<file path="config.mk">
export PLATFORM = sky130hd
export DESIGN_NAME = dual_byte_timer_pwm_unit
export DESIGN_NICKNAME = d
export VERILOG_FILES = /design/src/hw/timer_pkg.sv /design/src/hw/dual_byte_timer_pwm_unit.sv
export SDC_FILE = /design/constraint.sdc
export NUM_CORES = 1
export LEC_CHECK = 0
export BUFFER_PORTS_ARGS = -buffer_cell sky130_fd_sc_hd__buf_4
export CAP_MARGIN = 20
export CORE_ASPECT_RATIO = 1.25
export CORE_MARGIN = 5
export CORE_UTILIZATION = 57
export CTS_CLUSTER_SIZE = 20
export DETAILED_ROUTE_END_ITERATION = 16
export MAX_ROUTING_LAYER = met4
export PLACE_DENSITY = 0.93
export SYNTH_ARGS = -nofsm -noshare
export SYNTH_HDL_FRONTEND = slang
export SYNTH_SLANG_ARGS = --single-unit
</file>
<file path="constraint.sdc">
create_clock -name ref_clk -period 4.64 [get_ports ref_clk]
set_clock_uncertainty 0.05 [all_clocks]
set_input_delay 1.392 -clock ref_clk [delete_from_list [all_inputs] [get_ports ref_clk]]
set_output_delay 1.392 -clock ref_clk [all_outputs]
set_load 0.05 [all_outputs]
</file>
<file path="src/hw/timer_pkg.sv">
// Constants for the dual byte timer and PWM unit
// How it works
// - Mode is bit-length and output-mode bits taken together, giving modes 0 to 3.
// - Low prescaler source: 2-cycle ticks or events in modes 0/2, every cycle in 1/3.
// - In modes 0 and 2 the low half counts events when either external pin is selected, else 2-cycle ticks.
// - High source: 2-cycle ticks, every cycle, low match, or low PWM wrap by mode.
// - Prescaler divides by 1 when disabled, else by two to the power (code plus one).
// - Low half runs only with control bit 6 set, high half with bit 7.
// - Each prescaler clears when its half stops or when it emits a counter step.
// - Each counter steps per prescaler output and matches against its match buffer.
// - Low counter clears when stopped, and on match in modes 0 and 2 only.
// - High counter clears when stopped, and on match in modes 0, 2 and 3.
// - Low buffer follows its data while stopped, reloads at counter zero while running.
// - High buffer follows its data while stopped, reloads at counter zero while running.
// - Low output high while stopped, low while running with match data FFH.
// - High output high while stopped, low while running with match data FFH.
// - With output-mode 0 the low output toggles on each low match.
// - With output-mode 1 the low output falls on overflow and rises on match.
// - With output-mode 0 or bit-length 1 the high output toggles on each match.
// - With output-mode 1 and bit-length 0 high output falls on overflow, rises on match.
// - PWM period is 256 prescaled ticks; low phase is match value plus one ticks.
// - Cascaded period is high match plus one, times high prescale, times low period.
// - Each half requests an interrupt while its match flag and its enable bit are both set.
// - Match flag sets when counter reaches zero while running; software write clears it.
package timer_pkg;

   // Register indices; byte address is four times the index
   localparam logic [15:0] IDX_CONTROL = 16'hfe18;
   localparam logic [15:0] IDX_PRESCALE = 16'hfe19;
   localparam logic [15:0] IDX_LOW_COUNT = 16'hfe1a;
   localparam logic [15:0] IDX_HIGH_COUNT = 16'hfe1b;
   localparam logic [15:0] IDX_LOW_DATA = 16'hfe1c;
   localparam logic [15:0] IDX_HIGH_DATA = 16'hfe1d;
   localparam logic [15:0] IDX_EXT_SELECT = 16'hfe1e;

   // Control register fields
   localparam int HIGH_RUN = 7;
   localparam int LOW_RUN = 6;
   localparam int BIT_LENGTH_SELECT = 5;
   localparam int OUTPUT_MODE_SELECT = 4;
   localparam int HIGH_MATCH_FLAG = 3;
   localparam int HIGH_IRQ_ENABLE = 2;
   localparam int LOW_MATCH_FLAG = 1;
   localparam int LOW_IRQ_ENABLE = 0;

   // Prescale select fields
   localparam int HIGH_PRESCALE_ENABLE = 7;
   localparam int HIGH_PRESCALE_CODE = 4;
   localparam int LOW_PRESCALE_ENABLE = 3;
   localparam int LOW_PRESCALE_CODE = 0;

   // External pin select fields
   localparam int EXT_SEL_A = 0;
   localparam int EXT_SEL_B = 1;

   // Reset value and all-ones match value
   localparam logic [7:0] RESET_BYTE = 8'h00;
   localparam logic [7:0] MATCH_ALL_ONES = 8'hff;

   // Mode codes, {bit_length_select, output_mode_select}
   localparam logic [1:0] MODE_TOGGLE = 2'h0;
   localparam logic [1:0] MODE_DUAL_PWM = 2'h1;
   localparam logic [1:0] MODE_CASCADE = 2'h2;
   localparam logic [1:0] MODE_CASCADE_PWM = 2'h3;

   function automatic logic [31:0] byte_addr(input logic [15:0] idx);
      byte_addr = {14'h0000, idx, 2'h0};
   endfunction

   // Divide ratio: 1, or 2 to the power (code + 1)
   function automatic logic [8:0] ratio(input logic en, input logic [2:0] code);
      ratio = en ? (9'h001 << ({1'b0, code} + 4'h1)) : 9'h001;
   endfunction

endpackage

</file>
<file path="src/hw/dual_byte_timer_pwm_unit.sv">
// Dual byte timer/counter with toggle and PWM outputs behind an APB slave
`timescale 1ns/100ps
`default_nettype none
module dual_byte_timer_pwm_unit
   import timer_pkg::*;
(
   // Clock, reset, enable
   input wire logic ref_clk,
   input wire logic reset,
   input wire logic clk_en,
   // APB slave
   input wire logic psel,
   input wire logic penable,
   input wire logic pwrite,
   input wire logic [31:0] paddr,
   input wire logic [31:0] pwdata,
   output logic [31:0] prdata,
   output logic pready,
   output logic pslverr,
   // External event inputs
   input wire logic ext_input_a,
   input wire logic ext_input_b,
   // Timer outputs
   output logic low_output_pin,
   output logic high_output_pin,
   output logic irq_request
);

   ////////////////////////////////////////////////////////////////////////////
   // Registers
   logic [7:0] ctrl_q, ctrl_d;
   logic [7:0] presel_q, presel_d;
   logic [7:0] low_data_q, low_data_d;
   logic [7:0] high_data_q, high_data_d;
   logic [1:0] ext_sel_q, ext_sel_d;
   logic [7:0] low_cnt_q, low_cnt_d;
   logic [7:0] high_cnt_q, high_cnt_d;
   logic [7:0] low_pre_q, low_pre_d;
   logic [7:0] high_pre_q, high_pre_d;
   logic [7:0] low_buf_q, low_buf_d;
   logic [7:0] high_buf_q, high_buf_d;
   logic div2_q, div2_d;
   logic ext_a_q, ext_a_d;
   logic ext_b_q, ext_b_d;
   logic low_out_q, low_out_d;
   logic high_out_q, high_out_d;
   logic irq_q, irq_d;
   logic [31:0] prdata_q, prdata_d;
   logic pready_q, pready_d;
   logic pslverr_q, pslverr_d;

   ////////////////////////////////////////////////////////////////////////////
   // Bus decode
   logic access, wr_en, hit;
   logic [7:0] rd_byte;

   assign access = psel && penable && pready_q;
   assign wr_en = access && pwrite && hit;

   always_comb
   begin
      hit = 1'b1;
      rd_byte = RESET_BYTE;
      case (paddr)
         byte_addr(IDX_CONTROL): rd_byte = ctrl_q;
         byte_addr(IDX_PRESCALE): rd_byte = presel_q;
         byte_addr(IDX_LOW_COUNT): rd_byte = low_cnt_q;
         byte_addr(IDX_HIGH_COUNT): rd_byte = high_cnt_q;
         byte_addr(IDX_LOW_DATA): rd_byte = low_data_q;
         byte_addr(IDX_HIGH_DATA): rd_byte = high_data_q;
         byte_addr(IDX_EXT_SELECT): rd_byte = {6'h00, ext_sel_q};
         default: hit = 1'b0;
      endcase
   end

   // One wait state so that all bus outputs come from flops
   always_comb
   begin
      pready_d = psel && penable && !pready_q;
      pslverr_d = pready_d && !hit;
      prdata_d = prdata_q;
      if (pready_d && !pwrite)
      begin
         prdata_d = {24'h000000, rd_byte};
      end
   end

   ////////////////////////////////////////////////////////////////////////////
   // Tick sources and mode
   logic [1:0] mode;
   logic low_run, high_run, low_pwm, high_pwm;
   logic tick2, ext_evt, low_src, high_src;
   logic [8:0] low_ratio, high_ratio;
   logic low_adv, high_adv, low_match_evt, high_match_evt;
   logic low_wrap, high_wrap, low_reach0, high_reach0;
   logic low_clr_on_match, high_clr_on_match;

   assign mode = {ctrl_q[BIT_LENGTH_SELECT], ctrl_q[OUTPUT_MODE_SELECT]};
   assign low_run = ctrl_q[LOW_RUN];
   assign high_run = ctrl_q[HIGH_RUN];
   assign low_pwm = ctrl_q[OUTPUT_MODE_SELECT];
   assign high_pwm = (mode == MODE_DUAL_PWM);
   assign tick2 = div2_q;
   // Inputs are synchronous; a rising edge is one event
   assign ext_evt = (ext_sel_q[EXT_SEL_A] && ext_input_a && !ext_a_q)
      || (ext_sel_q[EXT_SEL_B] && ext_input_b && !ext_b_q);

   always_comb
   begin
      // Pin select overrides the 2-cycle tick; PWM overrides pin select
      if (low_pwm)
      begin
         low_src = 1'b1;
      end
      else if (ext_sel_q != 2'h0)
      begin
         low_src = ext_evt;
      end
      else
      begin
         low_src = tick2;
      end
      case (mode)
         MODE_TOGGLE: high_src = tick2;
         MODE_DUAL_PWM: high_src = 1'b1;
         MODE_CASCADE: high_src = low_match_evt;
         MODE_CASCADE_PWM: high_src = low_wrap;
         default: high_src = 1'b0;
      endcase
   end

   assign low_ratio = ratio(presel_q[LOW_PRESCALE_ENABLE],
      presel_q[LOW_PRESCALE_CODE +: 3]);
   assign high_ratio = ratio(presel_q[HIGH_PRESCALE_ENABLE],
      presel_q[HIGH_PRESCALE_CODE +: 3]);
   assign low_adv = low_run && low_src && ({1'b0, low_pre_q} == low_ratio - 9'h001);
   assign high_adv = high_run && high_src && ({1'b0, high_pre_q} == high_ratio - 9'h001);
   assign low_match_evt = low_adv && (low_cnt_q == low_buf_q);
   assign high_match_evt = high_adv && (high_cnt_q == high_buf_q);
   assign low_wrap = low_adv && (low_cnt_q == MATCH_ALL_ONES);
   assign high_wrap = high_adv && (high_cnt_q == MATCH_ALL_ONES);
   assign low_clr_on_match = !low_pwm;
   assign high_clr_on_match = (mode != MODE_DUAL_PWM);
   // A match at data 0 also counts as reaching zero, else no flag ever sets
   assign low_reach0 = low_run && (low_cnt_d == 8'h00) && (low_cnt_q != 8'h00 || low_adv);
   assign high_reach0 = high_run && (high_cnt_d == 8'h00) && (high_cnt_q != 8'h00 || high_adv);

   ////////////////////////////////////////////////////////////////////////////
   // Timer next state
   always_comb
   begin
      div2_d = !div2_q;
      ext_a_d = ext_input_a;
      ext_b_d = ext_input_b;
      // Prescalers
      low_pre_d = low_pre_q;
      if (!low_run || low_adv)
      begin
         low_pre_d = 8'h00;
      end
      else if (low_src)
      begin
         low_pre_d = low_pre_q + 8'h01;
      end
      high_pre_d = high_pre_q;
      if (!high_run || high_adv)
      begin
         high_pre_d = 8'h00;
      end
      else if (high_src)
      begin
         high_pre_d = high_pre_q + 8'h01;
      end
      // Counters; the PWM wrap falls out of 8-bit arithmetic
      low_cnt_d = low_cnt_q;
      if (!low_run || (low_match_evt && low_clr_on_match))
      begin
         low_cnt_d = 8'h00;
      end
      else if (low_adv)
      begin
         low_cnt_d = low_cnt_q + 8'h01;
      end
      high_cnt_d = high_cnt_q;
      if (!high_run || (high_match_evt && high_clr_on_match))
      begin
         high_cnt_d = 8'h00;
      end
      else if (high_adv)
      begin
         high_cnt_d = high_cnt_q + 8'h01;
      end
   end

   // Buffers from counter next values, outputs from current match and wrap events
   always_comb
   begin
      low_buf_d = low_buf_q;
      if (!low_run || low_reach0)
      begin
         low_buf_d = low_data_q;
      end
      high_buf_d = high_buf_q;
      if (!high_run || high_reach0)
      begin
         high_buf_d = high_data_q;
      end
      low_out_d = low_out_q;
      if (!low_run)
      begin
         low_out_d = 1'b1;
      end
      else if (low_data_q == MATCH_ALL_ONES)
      begin
         low_out_d = 1'b0;
      end
      else if (low_pwm)
      begin
         if (low_wrap)
         begin
            low_out_d = 1'b0;
         end
         else if (low_match_evt)
         begin
            low_out_d = 1'b1;
         end
      end
      else if (low_match_evt)
      begin
         low_out_d = !low_out_q;
      end
      high_out_d = high_out_q;
      if (!high_run)
      begin
         high_out_d = 1'b1;
      end
      else if (high_data_q == MATCH_ALL_ONES)
      begin
         high_out_d = 1'b0;
      end
      else if (high_pwm)
      begin
         if (high_wrap)
         begin
            high_out_d = 1'b0;
         end
         else if (high_match_evt)
         begin
            high_out_d = 1'b1;
         end
      end
      else if (high_match_evt)
      begin
         high_out_d = !high_out_q;
      end
   end

   ////////////////////////////////////////////////////////////////////////////
   // Software registers; hardware flag set beats a clearing write
   always_comb
   begin
      ctrl_d = ctrl_q;
      presel_d = presel_q;
      low_data_d = low_data_q;
      high_data_d = high_data_q;
      ext_sel_d = ext_sel_q;
      if (wr_en)
      begin
         case (paddr)
            byte_addr(IDX_CONTROL):
            begin
               ctrl_d = pwdata[7:0];
               // Flags can only be cleared by software
               ctrl_d[LOW_MATCH_FLAG] = pwdata[LOW_MATCH_FLAG] && ctrl_q[LOW_MATCH_FLAG];
               ctrl_d[HIGH_MATCH_FLAG] = pwdata[HIGH_MATCH_FLAG] && ctrl_q[HIGH_MATCH_FLAG];
            end
            byte_addr(IDX_PRESCALE): presel_d = pwdata[7:0];
            byte_addr(IDX_LOW_DATA): low_data_d = pwdata[7:0];
            byte_addr(IDX_HIGH_DATA): high_data_d = pwdata[7:0];
            byte_addr(IDX_EXT_SELECT): ext_sel_d = pwdata[1:0];
            default: ctrl_d = ctrl_q;
         endcase
      end
      if (low_reach0)
      begin
         ctrl_d[LOW_MATCH_FLAG] = 1'b1;
      end
      if (high_reach0)
      begin
         ctrl_d[HIGH_MATCH_FLAG] = 1'b1;
      end
      irq_d = (ctrl_q[LOW_MATCH_FLAG] && ctrl_q[LOW_IRQ_ENABLE])
         || (ctrl_q[HIGH_MATCH_FLAG] && ctrl_q[HIGH_IRQ_ENABLE]);
   end

   ////////////////////////////////////////////////////////////////////////////
   // State registers
   always_ff @(posedge ref_clk)
   begin
      if (reset)
      begin
         ctrl_q <= RESET_BYTE;
         presel_q <= RESET_BYTE;
         low_data_q <= RESET_BYTE;
         high_data_q <= RESET_BYTE;
         ext_sel_q <= 2'h0;
         low_cnt_q <= RESET_BYTE;
         high_cnt_q <= RESET_BYTE;
         low_pre_q <= RESET_BYTE;
         high_pre_q <= RESET_BYTE;
         low_buf_q <= RESET_BYTE;
         high_buf_q <= RESET_BYTE;
         div2_q <= 1'b0;
         ext_a_q <= 1'b0;
         ext_b_q <= 1'b0;
         low_out_q <= 1'b1;
         high_out_q <= 1'b1;
         irq_q <= 1'b0;
         prdata_q <= 32'h00000000;
         pready_q <= 1'b0;
         pslverr_q <= 1'b0;
      end
      else if (clk_en)
      begin
         ctrl_q <= ctrl_d;
         presel_q <= presel_d;
         low_data_q <= low_data_d;
         high_data_q <= high_data_d;
         ext_sel_q <= ext_sel_d;
         low_cnt_q <= low_cnt_d;
         high_cnt_q <= high_cnt_d;
         low_pre_q <= low_pre_d;
         high_pre_q <= high_pre_d;
         low_buf_q <= low_buf_d;
         high_buf_q <= high_buf_d;
         div2_q <= div2_d;
         ext_a_q <= ext_a_d;
         ext_b_q <= ext_b_d;
         low_out_q <= low_out_d;
         high_out_q <= high_out_d;
         irq_q <= irq_d;
         prdata_q <= prdata_d;
         pready_q <= pready_d;
         pslverr_q <= pslverr_d;
      end
   end

   assign prdata = prdata_q;
   assign pready = pready_q;
   assign pslverr = pslverr_q;
   assign low_output_pin = low_out_q;
   assign high_output_pin = high_out_q;
   assign irq_request = irq_q;
endmodule
`default_nettype wire

</file>
==> run metrics <==
outcome complete, no violations; Die Span Y 126.4 um; initial core utilization 58.22%; setup violators final 0; Clock Latency Late Sink 0.35 ns; Yosys cell types 72; Hold WS 0.4281 ns; pin count of the biggest net entering global routing between 90 and 100; cts hold-fix bufs 0; sw power 0.4446 mW; peak supply drop 194.6 uV; initial antenna violation count 0; startpoint types flop; Synth area leader dfxtp_1; DR top layer met4; postcts setup bufs 0; Via-to-Cell Ratio 6.207; Total GRT Usage 26.18%; Area Growth Syn to Fin 11.86%; top post-synthesis cells by area dfxtp_1, mux2i_1, nor2_1, xnor2_1, nand2_1; syn_area_per_cell roughly 8 um2; post_cts resized 0; CP Capture Type flop; hold crit path type reg2reg; WL met2 8257 um; root buf cell clkbuf_16; critical path fanouts, max 11; yosys warns 0; clock network power share 43.7%; final WL between 15,000 and 20,000 um; CTS sink count 98; Critical Path AT between 4 and 5 ns; Yosys top cell area share 31.75%; Post-synth EDFFs 0; RSZ-0062 raised after global routing no; Worst-Margin Slew 0.8482 ns; Cells after Synth 768; Post-DRT Antenna Nets 0; Slew Limit Fails 0; Iteration-0 DRC Markers about 560; Post-synth top cells nor2_1, dfxtp_1, mux2i_1; Primary FF master, synth dfxtp_1; switching share of total power 24.50%; final RePlAce weighted congestion between 0.9 and 1; Sequential Power Share a little under half; Num CTS Buffers 9; CTS tree done; first-pass GRT wire length 27,000 um; number of global-route vias before repair 5,654; cell with the most instances after synthesis nor2_1; fin crit period 4.236 ns; Finished Layout Cells 936; Setup TNS 0 ns; DR DRC count 0; CP required about 4.8 ns; total gr overflow 0; Clock transition at path regs roughly 0.07 ns; internal power 1.370 mW; cell leakage power ~2.6 nW; fill count 861; Post-Syn Area roughly 6000 um2; Max Cap Viol 0; half-perimeter wire length after placement 11,320 um; DR vias 5,810; Die X between 100 and 150 um; WL met3 ~1100 um; register area share after synthesis 31.75%; period utilisation layout between 90% and 100%; Pwr Density 262.5 nW/um2; Boundary Pins approximately 110; Total Nets Final 882; Max clock buf depth 2; WL met1 6143 um; Die ar. 13,040 um2; Slew HR 43.45%; ys async rst share 0%; Yosys reg bits 98; I/O Buffers 60; share of cells above drive strength 1 14.93%; H-tree levels 3; Final Hold Fails 0; ANT cells 0; critical path type reg2reg; placed cell count between 900 and 1k; core area 10,620 um2; DRT Pass-1 Iters 6; f_max between 200 and 250 MHz; Combinational Power Share 9.3%; FP Rows between 40 and 50; Routed WL per cell 17.36 um
[kinds of logic after synthesis]
kind of cell	count (synthesis)	synth area share, %
simple gates	320	26.32
compound gates	125	13.91
flops	98	31.75
buf+inv	96	7.572
mux	69	11.42
xor+xnor	49	6.945
fa+ha+maj	10	2.025
other cells	1	0.06068
[stage by stage]
step | utilization (%) | cell area, um2 | power (mW) | setup slack (ns)
floorplan | - | 6266 | 0.9991 | 0.4956
global placement | 62.21 | 6604 | 1.036 | 0.2780
detailed placement | 62.21 | 6604 | 1.038 | 0.2327
CTS | 65.12 | 6913 | 1.822 | 0.4358
global route | 65.12 | 6913 | 1.863 | 0.1325
finish | 65.12 | 6913 | 1.815 | 0.4041
[power groups by stage]
| stage | registers (mW) | clock network (mW) | logic, mW |
|---|---|---|---|
| 3_5_place_dp | 0.871 | 0 | 0.167 |
| 6_report | 0.852 | 0.793 | 0.169 |
| 2_1_floorplan | 0.882 | 0 | 0.117 |
| 4_1_cts | 0.852 | 0.802 | 0.168 |
| 5_1_grt | 0.852 | 0.831 | 0.180 |
| 3_3_place_gp | 0.871 | 0 | 0.165 |
[worst max-delay path: stages, from the launching register on]
cell	delay [ns]
dfxtp_1	0.43
nor2_1	0.24
nand3b_1	0.14
ha_1	0.29
xor2_1	0.17
xnor2_1	0.28
nand4bb_1	0.22
or4b_4	0.59
or3_1	0.38
a2111oi_2	0.39
o211ai_2	0.19
a21oi_4	0.39
mux2i_1	0.26
nor2_1	0.06
[worst paths after layout]
kind                from           end  slack, ns  cells past startpoint
max reg2reg  presel_q[0]  low_buf_q[0]       0.40                     13
min reg2reg      pslverr       pslverr       0.43                      2
min              pslverr       pslverr       0.43                      2
max          presel_q[0]  low_buf_q[0]       0.40                     13
[layout by cell type (no fill, tap or decap), types with 4 or more instances in the layout]
cell type and instances:
nand2_1 54, nand4_1 18, o21ai_0 20, ha_1 10
nor3b_1 6, o22ai_1 10, conb_1 24, nor4_1 16
or2_2 7, buf_4 75, xor2_1 23, nand3_1 16
o41ai_1 4, nand2b_1 23, xnor2_1 26, and3_1 8
nand4b_1 4, or4_1 4, a21oi_1 39, or3_1 8
nor2b_1 4, a22oi_1 4, o211ai_1 5, nor4b_1 5
mux2i_1 66, a211oi_1 9, clkbuf_16 9, nand3b_1 4
nor3_1 13, dfxtp_1 98, nor2_1 116, inv_1 18
[per-layer routing]
metal | global-route usage [%] | vias up
li1 | - | 2731
met1 | 30.64 | 2724
met2 | 43.07 | 280
met3 | 4.283 | 75
met4 | 12.58 | 0
met5 | - | -
[sequential cells by signal (all words and copies together) (netlist names)]
name and cells:
high_data_q 8, high_output_pin 1, low_pre_q 8, div2_q 1, ext_sel_q 2, low_data_q 8
high_pre_q 8, presel_q 8, low_cnt_q 8, high_buf_q 8, irq_request 1, low_buf_q 8
prdata 8, low_output_pin 1, pslverr 1, high_cnt_q 8, pready 1, ext_a_q 1
ctrl_q 8, ext_b_q 1
[area by class of cell]
class	count	area [um2]	share of cell area, %
timing repair buffer	75	563.0	8.145
clock inverter	5	80.08	1.158
tap	132	165.2	2.389
multi-input combinational	597	3842	55.58
sequential	98	1962	28.38
inverter	19	71.32	1.032
clock buffer	10	229.0	3.312
Power figures use the tool's default switching activity.
